`src/sdw_consts.vh`:
```
/*
 * Constants for the serial write front end: word size, FIFO shape,
 * timing figures and the system clock rate.
 * Assumes inclusion by bare name from the design files only.
 */
`ifndef SDW_CONSTS_VH
`define SDW_CONSTS_VH

`define SDW_WORD_BITS 24
`define SDW_CNT_BITS 5
`define SDW_FIFO_DEPTH 32
`define SDW_CLK_SYS_MHZ 100
`define SDW_SCLK_MAX_MHZ 50
`define SDW_SYS_PERIOD_NS 10
`define SDW_SYNC_STAGES 3

`endif

```
`src/sdw_fifo.v`:
```
/*
 * Synchronous FIFO with valid/ready on both sides.
 * Assumes a single clock and an active-low asynchronous reset.
 */
`timescale 1ns/1ps

module sdw_fifo #(
  parameter WIDTH = 24,
  parameter DEPTH = 32,
  parameter AW = 5
) (
  input wire clk_sys_in,
  input wire rst_n_in,
  input wire [WIDTH-1:0] wr_data_in,
  input wire wr_valid_in,
  output wire wr_ready_out,
  output wire [WIDTH-1:0] rd_data_out,
  output wire rd_valid_out,
  input wire rd_ready_in
);

  reg [WIDTH-1:0] mem [0:DEPTH-1];
  reg [AW-1:0] wr_ptr;
  reg [AW-1:0] rd_ptr;
  reg [AW:0] count;
  wire do_wr;
  wire do_rd;

  assign wr_ready_out = (count != DEPTH[AW:0]);
  assign rd_valid_out = (count != {(AW+1){1'b0}});
  assign rd_data_out = mem[rd_ptr];
  assign do_wr = wr_valid_in && wr_ready_out;
  assign do_rd = rd_valid_out && rd_ready_in;

  always @(posedge clk_sys_in)
  begin
    if (do_wr)
      mem[wr_ptr] <= wr_data_in;
  end

  always @(posedge clk_sys_in or negedge rst_n_in)
  begin
    if (!rst_n_in)
    begin
      wr_ptr <= {AW{1'b0}};
      rd_ptr <= {AW{1'b0}};
      count <= {(AW+1){1'b0}};
    end
    else
    begin
      if (do_wr)
        wr_ptr <= wr_ptr + {{(AW-1){1'b0}}, 1'b1};
      if (do_rd)
        rd_ptr <= rd_ptr + {{(AW-1){1'b0}}, 1'b1};
      if (do_wr && !do_rd)
        count <= count + {{AW{1'b0}}, 1'b1};
      else if (do_rd && !do_wr)
        count <= count - {{AW{1'b0}}, 1'b1};
    end
  end

endmodule // sdw_fifo

```
`src/sdw_frontend.v`:
```
/*
 * Serial write front end: samples frame select, serial clock and data
 * pins on the system clock, shifts 24-bit words and queues them.
 * Assumes serial clock well below half the system clock rate.
 */
`timescale 1ns/1ps
`include "sdw_consts.vh"

module sdw_frontend #(
  parameter WORD_BITS = `SDW_WORD_BITS,
  parameter FIFO_DEPTH = `SDW_FIFO_DEPTH
) (
  input wire clk_sys_in,
  input wire rst_n_in,
  input wire sync_n_in,
  input wire sclk_in,
  input wire din_in,
  output reg active_out,
  output reg [WORD_BITS-1:0] word_out,
  output reg word_valid_out,
  input wire word_ready_in,
  output reg update_out,
  output reg abort_out,
  output reg overflow_out
);

  // Bits to index n items (0 to n-1); sizes the bit counter and the FIFO pointers
  function integer bits_for;
    input integer n;
    integer v;
    begin
      v = n - 1;
      bits_for = 0;
      while (v > 0)
      begin
        bits_for = bits_for + 1;
        v = v >> 1;
      end
      if (bits_for < 1)
        bits_for = 1;
    end
  endfunction

  localparam CW = bits_for(WORD_BITS);
  localparam AW = bits_for(FIFO_DEPTH);
  localparam [2:0] ST_IDLE = 3'h1;
  localparam [2:0] ST_SHIFT = 3'h2;
  localparam [2:0] ST_DONE = 3'h4;

  reg [2:0] sync_pipe;
  reg [2:0] sclk_pipe;
  reg [2:0] din_pipe;
  reg sync_q;
  reg sclk_q;
  reg [2:0] state;
  reg [2:0] next_state;
  reg [WORD_BITS-1:0] shreg;
  reg [CW-1:0] bit_cnt;
  reg push;
  reg [WORD_BITS-1:0] push_data;
  wire fifo_ready;
  wire [WORD_BITS-1:0] fifo_data;
  wire fifo_valid;
  wire pop;

  // Second and third stages must agree before a pin change counts
  function agreed;
    input [2:0] pipe;
    input prev;
    begin
      agreed = (pipe[1] == pipe[2]) ? pipe[2] : prev;
    end
  endfunction

  wire sync_now = agreed(sync_pipe, sync_q);
  wire sclk_now = agreed(sclk_pipe, sclk_q);
  wire sclk_fall = sclk_q && !sclk_now;
  wire sync_fall = sync_q && !sync_now;
  wire sync_rise = !sync_q && sync_now;
  wire last_bit = (bit_cnt == WORD_BITS[CW-1:0] - {{(CW-1){1'b0}}, 1'b1});
  // A rise in the same cycle as an edge wins: the bit is not taken
  wire take_bit = (state == ST_SHIFT) && !sync_rise && sclk_fall;

  always @*
  begin
    next_state = state;
    case (state)
      ST_IDLE:
        if (sync_fall)
          next_state = ST_SHIFT;
      ST_SHIFT:
        if (sync_rise)
          next_state = ST_IDLE;
        else if (sclk_fall && last_bit)
          next_state = ST_DONE;
      ST_DONE:
        if (sync_rise)
          next_state = ST_IDLE;
      default:
        next_state = ST_IDLE;
    endcase
  end

  // Pin stage: three flops per pin, nothing reads the first one
  always @(posedge clk_sys_in or negedge rst_n_in)
  begin
    if (!rst_n_in)
    begin
      // Select idles high; a zero here would fake a frame start
      sync_pipe <= 3'h7;
      sclk_pipe <= 3'h0;
      din_pipe <= 3'h0;
      sync_q <= 1'b1;
      sclk_q <= 1'b0;
    end
    else
    begin
      sync_pipe <= {sync_pipe[1:0], sync_n_in};
      sclk_pipe <= {sclk_pipe[1:0], sclk_in};
      din_pipe <= {din_pipe[1:0], din_in};
      sync_q <= sync_now;
      sclk_q <= sclk_now;
    end
  end

  // Frame state, bit counter and shifter
  always @(posedge clk_sys_in or negedge rst_n_in)
  begin
    if (!rst_n_in)
    begin
      state <= ST_IDLE;
      shreg <= {WORD_BITS{1'b0}};
      bit_cnt <= {CW{1'b0}};
      push <= 1'b0;
      push_data <= {WORD_BITS{1'b0}};
      active_out <= 1'b0;
    end
    else
    begin
      state <= next_state;
      push <= 1'b0;
      active_out <= (next_state == ST_SHIFT);
      if (state == ST_IDLE && sync_fall)
        bit_cnt <= {CW{1'b0}};
      if (take_bit)
      begin
        shreg <= {shreg[WORD_BITS-2:0], din_pipe[2]};
        bit_cnt <= bit_cnt + {{(CW-1){1'b0}}, 1'b1};
        if (last_bit)
        begin
          push <= 1'b1;
          push_data <= {shreg[WORD_BITS-2:0], din_pipe[2]};
        end
      end
    end
  end

  // One-cycle status pulses
  always @(posedge clk_sys_in or negedge rst_n_in)
  begin
    if (!rst_n_in)
    begin
      update_out <= 1'b0;
      abort_out <= 1'b0;
      overflow_out <= 1'b0;
    end
    else
    begin
      update_out <= take_bit && last_bit;
      abort_out <= (state == ST_SHIFT) && sync_rise;
      // No room: the new word is lost, flagged for one cycle
      overflow_out <= push && !fifo_ready;
    end
  end

  // Output register stage; stalls the FIFO drain on word_ready_in
  assign pop = fifo_valid && (!word_valid_out || word_ready_in);

  always @(posedge clk_sys_in or negedge rst_n_in)
  begin
    if (!rst_n_in)
    begin
      word_out <= {WORD_BITS{1'b0}};
      word_valid_out <= 1'b0;
    end
    else if (pop)
    begin
      word_out <= fifo_data;
      word_valid_out <= 1'b1;
    end
    else if (word_ready_in)
      word_valid_out <= 1'b0;
  end

  sdw_fifo #(
    .WIDTH(WORD_BITS),
    .DEPTH(FIFO_DEPTH),
    .AW(AW)
  ) u_fifo (
    .clk_sys_in(clk_sys_in),
    .rst_n_in(rst_n_in),
    .wr_data_in(push_data),
    .wr_valid_in(push),
    .wr_ready_out(fifo_ready),
    .rd_data_out(fifo_data),
    .rd_valid_out(fifo_valid),
    .rd_ready_in(pop)
  );

endmodule // sdw_frontend

```
`config.mk`:
```
export PLATFORM = sky130hd
export DESIGN_NAME = sdw_frontend
export DESIGN_NICKNAME = d
export VERILOG_FILES = /design/src/sdw_fifo.v /design/src/sdw_frontend.v
export VERILOG_INCLUDE_DIRS = /design/src /design/src/src
export SDC_FILE = /design/constraint.sdc
export NUM_CORES = 1
export LEC_CHECK = 0
export BUFFER_PORTS_ARGS = -buffer_cell sky130_fd_sc_hd__buf_4
export CORE_MARGIN = 3
export CORE_UTILIZATION = 57
export CTS_CLUSTER_DIAMETER = 80
export DETAILED_ROUTE_END_ITERATION = 6
export PLACE_DENSITY = 0.76
export SLEW_MARGIN = 20
export SYNTH_ARGS = -nofsm -noshare
export SYNTH_HDL_FRONTEND = slang
export SYNTH_SLANG_ARGS = --single-unit
```
`constraint.sdc`:
```
create_clock -name clk_sys_in -period 3.12 [get_ports clk_sys_in]
set_input_delay 0.156 -clock clk_sys_in [delete_from_list [all_inputs] [get_ports clk_sys_in]]
set_output_delay 0.156 -clock clk_sys_in [all_outputs]
set_load 0.02 [all_outputs]
```
# Word-level counts from Yosys, hierarchy flattened
# Memories as Yosys holds them, arrays and structs flattened. A register that Yosys moved wholly into a read port is not among the register bits.
# Index checks and enable logic that the tools add are counted.
[op_classes]
n_addsub = 5
n_eq_ne = 8
mux = 17
n_reduce_logical = 30
[ops]
columns = ["operator", "n"]
rows = [
  ["5-bit by 1-bit adder with 5-bit output (second input constant)", 3],
  ["1-bit logical AND", 15],
  ["3-bit 2-to-1 mux", 4],
  ["6-bit 2-to-1 mux", 2],
  ["5-bit 2-to-1 mux", 2],
  ["1-bit zero test", 9],
  ["3-bit one-hot mux with 3 select lines", 1],
  ["1-bit 2-to-1 mux", 8],
  ["6-bit by 1-bit adder with 6-bit output (second input constant)", 1],
  ["3-bit by 2-bit == test with 1-bit output (second input constant)", 2],
  ["6-bit inequality test (second input constant)", 1],
  ["2-bit nonzero test", 3],
  ["6-bit nonzero test", 1],
  ["6-bit by 1-bit subtractor with 6-bit output (second input constant)", 1],
  ["5-bit == test (second input constant)", 1],
  ["3-bit by 1-bit == test with 1-bit output (second input constant)", 1],
  ["3-bit == test (second input constant)", 1],
  ["1-bit == test", 2],
  ["2-bit AND reduction", 1],
  ["1-bit logical OR", 1],
]
[word_totals]
regBits = 88
mem_bits_rw = 768
input_bits = 6
out_inout_bits = 29
word_cells = 79
n_memories = 1
[mem_list]
columns = ["name", "depth", "word_bits", "read_ports", "rd_ports_with_merged_regs", "write_ports", "line", "rtl"]
rows = [
  ["u_fifo.mem", 32, 24, 1, 1, 1, "sdw_fifo.v:22", "reg [WIDTH-1:0] mem [0:DEPTH-1];"],
]

# Logic depth before layout (Yosys ltp)
[logic_depth]
ltp_word = 9
mapped_depth = 14
depth_no_buf = 12

# By module
# Synthesis repeated with hierarchy kept, for this count alone.
[unflattened]
hier_cells = 1612
area_unflattened_um2 = 33686.1
[modules_own_cells]
columns = ["module", "n_inst", "cells_per_inst", "area_each_um2", "seq_area_each_um2"]
rows = [
  ["sdw_fifo", 1, 1395, 30052.6, 23462.5],
  ["sdw_frontend", 1, 217, 3633.5, 2383.5],
]

# Worst setup path after synthesis
# OpenSTA, ideal clock, no wires.
[synth_path]
path_kind = "flip-flop to flip-flop"
from = "register u_fifo.count[0]"
to = "register u_fifo.count[5]"
setup_ns = 0.147
arrival_time_ns = 2.899
required_ns = 2.973
path_slack_ns = 0.074
stages_incl_launch_ff = 15
path_buffers = 2
period_less_slack_ns = 3.046
path_cell_list = "dfrtp_1 -> nor4_2 -> nor3b_1 -> nor2b_1 -> buf_2 -> inv_2 -> buf_2 -> ha_1 -> inv_1 -> ha_1 -> a21oi_1 -> a21boi_0 -> o21a_1 -> o2111ai_1 -> o311ai_0"
[synth_between]
elab_chain_cells = 6
word_cells_on_any_way = 14
cone_classes = "add/sub: 2; eq/ne: 1; mux: 2; reduce/logical: 9"
[synth_rtl]
columns = ["item", "line", "rtl"]
rows = [
  ["start: declaration", "sdw_fifo.v:25", "reg [AW:0] count;"],
  ["start signal: assignment", "sdw_fifo.v:47", "count <= {(AW+1){1'b0}};"],
  ["start signal: assignment", "sdw_fifo.v:56", "count <= count + {{AW{1'b0}}, 1'b1};"],
  ["start signal: assignment", "sdw_fifo.v:58", "count <= count - {{AW{1'b0}}, 1'b1};"],
  ["parallel branches: the longest is 6 deep, another holds 6-bit by 1-bit subtractor with 6-bit output", "--", ""],
]
# Parallel ways; which one is timed is not known. The select of a mux whose other input is x is not followed.
# A chain may end at the register's enable or synchronous reset.

# Worst setup path in the final report
# Same ends and word-level chain as after synthesis.

==> flow_metrics.py <==
metrics = {
    "status": {
        "status": "complete, no violations",
    },
    "drt": {
        "route.detailed.drc": 0,
        "vias": 17819,
        "ant_nets": 0,
        "via_per_inst": 6.45,
        "dr.first_iter.drc_count": 1970,
        "wl_per_cell_um": 28.2,
        "detail_route.wirelength_um": 77900,
        "first_pass_iters": 6,
    },
    "clocking": {
        "clk_latency_ns": 0.64,
        "tritoncts": "built",
        "cts_sinks": 879,
        "cts_htree_levels": 3,
        "post_cts_buffers": 0,
        "clk_pin_slew_ns": 0.06,
        "cts-root-buf": "clkbuf_16",
        "cts_buffer_depth": 3,
        "cts_buffers": 86,
    },
    "global_routing": {
        "overflow": 0,
        "grt_use_total_pct": 25.0,
        "grt_max_degree": 63,
        "antenna_found_initial": 1,
        "grt_pass1_vias": 18116,
        "grt_pass1_wl_um": 116000,
    },
    "job": {
        "drv_cap": 0,
    },
    "place": {
        "place_hpwl_um": 43900,
        "dp_slack_ns": 0.0256,
        "place_area_mm2": 0.0357,
        "portBuffers": 34,
        "gp_congestion": 0.823,
    },
    "setup_path": {
        "cpMaxStageDelayCell": "dfrtp_1",
        "startpoint_type": "flip-flop",
        "path_class": "flip-flop to flip-flop",
        "crit_arrival_ns": 3.39,
        "cp_num_buf_inv": 2,
        "critPathMaxFanout": 6,
        "cp_cell_sequence": "nor4_4 -> nor3b_2 -> nor2b_1 -> inv_2 -> ha_2 -> inv_1 -> ha_1 -> a21oi_2 -> a21boi_1 -> o21a_1 -> o2111ai_1 -> o311ai_0",
        "critPathCaptureType": "flip-flop",
        "required_ns": 3.61,
        "cpPeakStageDelay_ns": 0.45,
        "cp_top_family": "compound AO/OA/AOI/OAI gates",
    },
    "timing": {
        "period_needed_ns": 2.90,
        "finalClockSkew_ns": 0.0203,
        "maxSlewHeadroom_pct": 23.5,
        "fmax_mhz": 345,
        "report.final.slew_viol_count": 0,
        "fin_hold_ws_ns": 0.0846,
        "finalSetupViolations": 0,
        "fin_crit_sh_pct": 92.9,
        "tightest_slew_ns": 1.15,
        "hold_viol": 0,
        "fin_ws_ns": 0.222,
        "tns_ns": 0,
    },
    "floorplanning": {
        "row_count": 89,
        "start_util_pct": 57.7,
        "die_area_mm2": 0.0628,
        "die_y_um": 251,
        "die_w_um": 251,
        "core_mm2": 0.0591,
        "io_pins": 35,
    },
    "logic_synthesis": {
        "synth_area_mm2": 0.0341,
        "yosysWarningCount": 0,
        "seq_area_frac_synth_pct": 75.8,
        "synth_nets": 1819,
        "synth.distinct_cells": 61,
        "syn-instance-count": 1800,
        "synthesis.area_per_instance_um2": 19.0,
        "ys_ff_latch": 879,
        "async_reset_ff_share_pct": 12.6,
        "synth-edff-count": 768,
        "ys.flop_type": "edfxtp_1",
    },
    "layout": {
        "fill_cells": 3785,
        "drive_gt1_share_pct": 22.9,
        "area_growth_pct": 13.3,
        "fin_nets": 1936,
        "final_area_mm2": 0.0386,
        "diodes": 0,
    },
    "min_path": {
        "hp-class": "input port to async pin",
    },
    "pwr": {
        "leakage_nw": 11.9,
        "powerDensity_mw_per_mm2": 783,
        "ir_drop_uv": 466,
    },
}
==> worst reg2reg max path: stages, from the launching register on <==
cell       delay, ns
dfrtp_1         0.45
nor4_4          0.32
nor3b_2         0.24
nor2b_1         0.10
inv_2           0.07
ha_2            0.23
inv_1           0.14
ha_1            0.34
a21oi_2         0.18
a21boi_1        0.14
o21a_1          0.21
o2111ai_1       0.20
o311ai_0        0.14
==> power breakdown <==
group | leakage [nW] | internal [mW] | switching, mW
Clock | 1.40 | 6.07 | 4.28
Combinational | 3.78 | 2.56 | 3.80
Sequential | 6.69 | 12.9 | 0.682
Total | 11.9 | 21.5 | 8.76
==> through the flow <==
stage          instances  utilization, %  power (mW)
4_1_cts             2762            65.3        30.3
3_3_place_gp        2596            60.4        19.9
3_5_place_dp        2596            60.4        20.0
2_1_floorplan       1800               -        17.8
6_report            2763            65.3        30.3
5_1_grt             2763            65.3        31.2
==> registers in the layout (all words and copies together), names as in the netlist <==
register,count
din_pipe,3
shreg,23
sync_pipe,3
word_out,24
u_fifo.rd_ptr,5
overflow_out,1
u_fifo.wr_ptr,5
sclk_q,1
u_fifo.mem,768
push,1
u_fifo.count,6
state,3
sync_q,1
bit_cnt,5
push_data,24
word_valid_out,1
abort_out,1
active_out,1
sclk_pipe,3
==> cells in the mapped netlist, types with 4 or more instances <==
cell type	number	area, um2
a211oi_1	23	173
a21oi_1	25	125
a221oi_1	46	403
a22o_1	23	201
a31oi_1	25	156
buf_2	26	130
buf_4	28	210
buf_6	13	146
clkbuf_1	36	135
dfrtp_1	106	2650
dfstp_2	5	131
edfxtp_1	768	23100
ha_1	12	150
inv_1	13	48.8
mux2_2	6	67.6
mux2_4	41	616
mux2i_1	233	2330
mux4_2	76	1710
nand2_1	21	78.8
nand3_1	7	35.0
nand3b_1	5	37.5
nand4_1	4	25.0
nor2_1	63	236
nor2b_1	5	31.3
o21ai_0	45	225
o21ai_1	16	80.1
o22ai_1	69	432
or3_1	4	25.0
xnor2_1	9	78.8
==> cell families after synthesis <==
| group | share of synthesized area, % |
|---|---|
| DFF | 75.8 |
| buffers and inverters | 2.02 |
| xor gates and xnor gates | 0.282 |
| AOI/OAI and AO/OA | 5.60 |
| muxes | 13.9 |
| and+or+nand+nor | 1.91 |
| adders and majority gates | 0.557 |
==> layer usage <==
| metal | track usage [%] | routed length [um] |
|---|---|---|
| met1 | 33.9 | 30600 |
| met2 | 41.1 | 38500 |
| met3 | 5.00 | 6450 |
| met4 | 8.45 | 2410 |
| met5 | 0 | 0 |
==> cell type report <==
| cell class | instances | area (um2) | share of cell area [%] |
|---|---|---|---|
| Clock buffer | 112 | 2380 | 6.17 |
| Clock inverter | 49 | 464 | 1.20 |
| Inverter | 14 | 52.6 | 0.136 |
| Multi-Input combinational cell | 800 | 7690 | 19.9 |
| Sequential cell | 879 | 25900 | 67.0 |
| Tap cell | 773 | 967 | 2.50 |
| Timing Repair Buffer | 136 | 1200 | 3.11 |
==> repair_timing <==
item	in CTS	in global routing
hold buffers	5	0
endpoints found under the hold margin	45	0
setup endpoints to repair	1	1
resized for setup	1	4
==> placed cells by master (no fill, tap or decap), drive strengths merged, types with 25 or more instances in the layout <==
cell type / instances
edfxtp: 768
mux2i: 233
buf: 131
clkbuf: 112
dfrtp: 106
mux4: 76
o22ai: 69
nor2: 63
o21ai: 61
mux2: 47
a221oi: 46
clkinv: 35
a31oi: 25
a21oi: 25
==> path summary, 6_finish.rpt <==
kind | to | start | cells after the start | slack [ns]
setup / recovery | u_fifo.count[5] | u_fifo.count[0] | 12 | 0.22
hold / removal | sclk_pipe[1] | rst_n_in | 2 | 0.08
setup reg to reg | u_fifo.count[5] | u_fifo.count[0] | 12 | 0.22
hold reg to reg | sclk_pipe[1] | sclk_pipe[0] | 0 | 0.35
max in group asynchronous | push_data[9] | rst_n_in | 3 | 2.24
min in group clk_sys_in | sclk_pipe[0] | sclk_in | 2 | 0.18
Power figures use the tool's default switching activity.
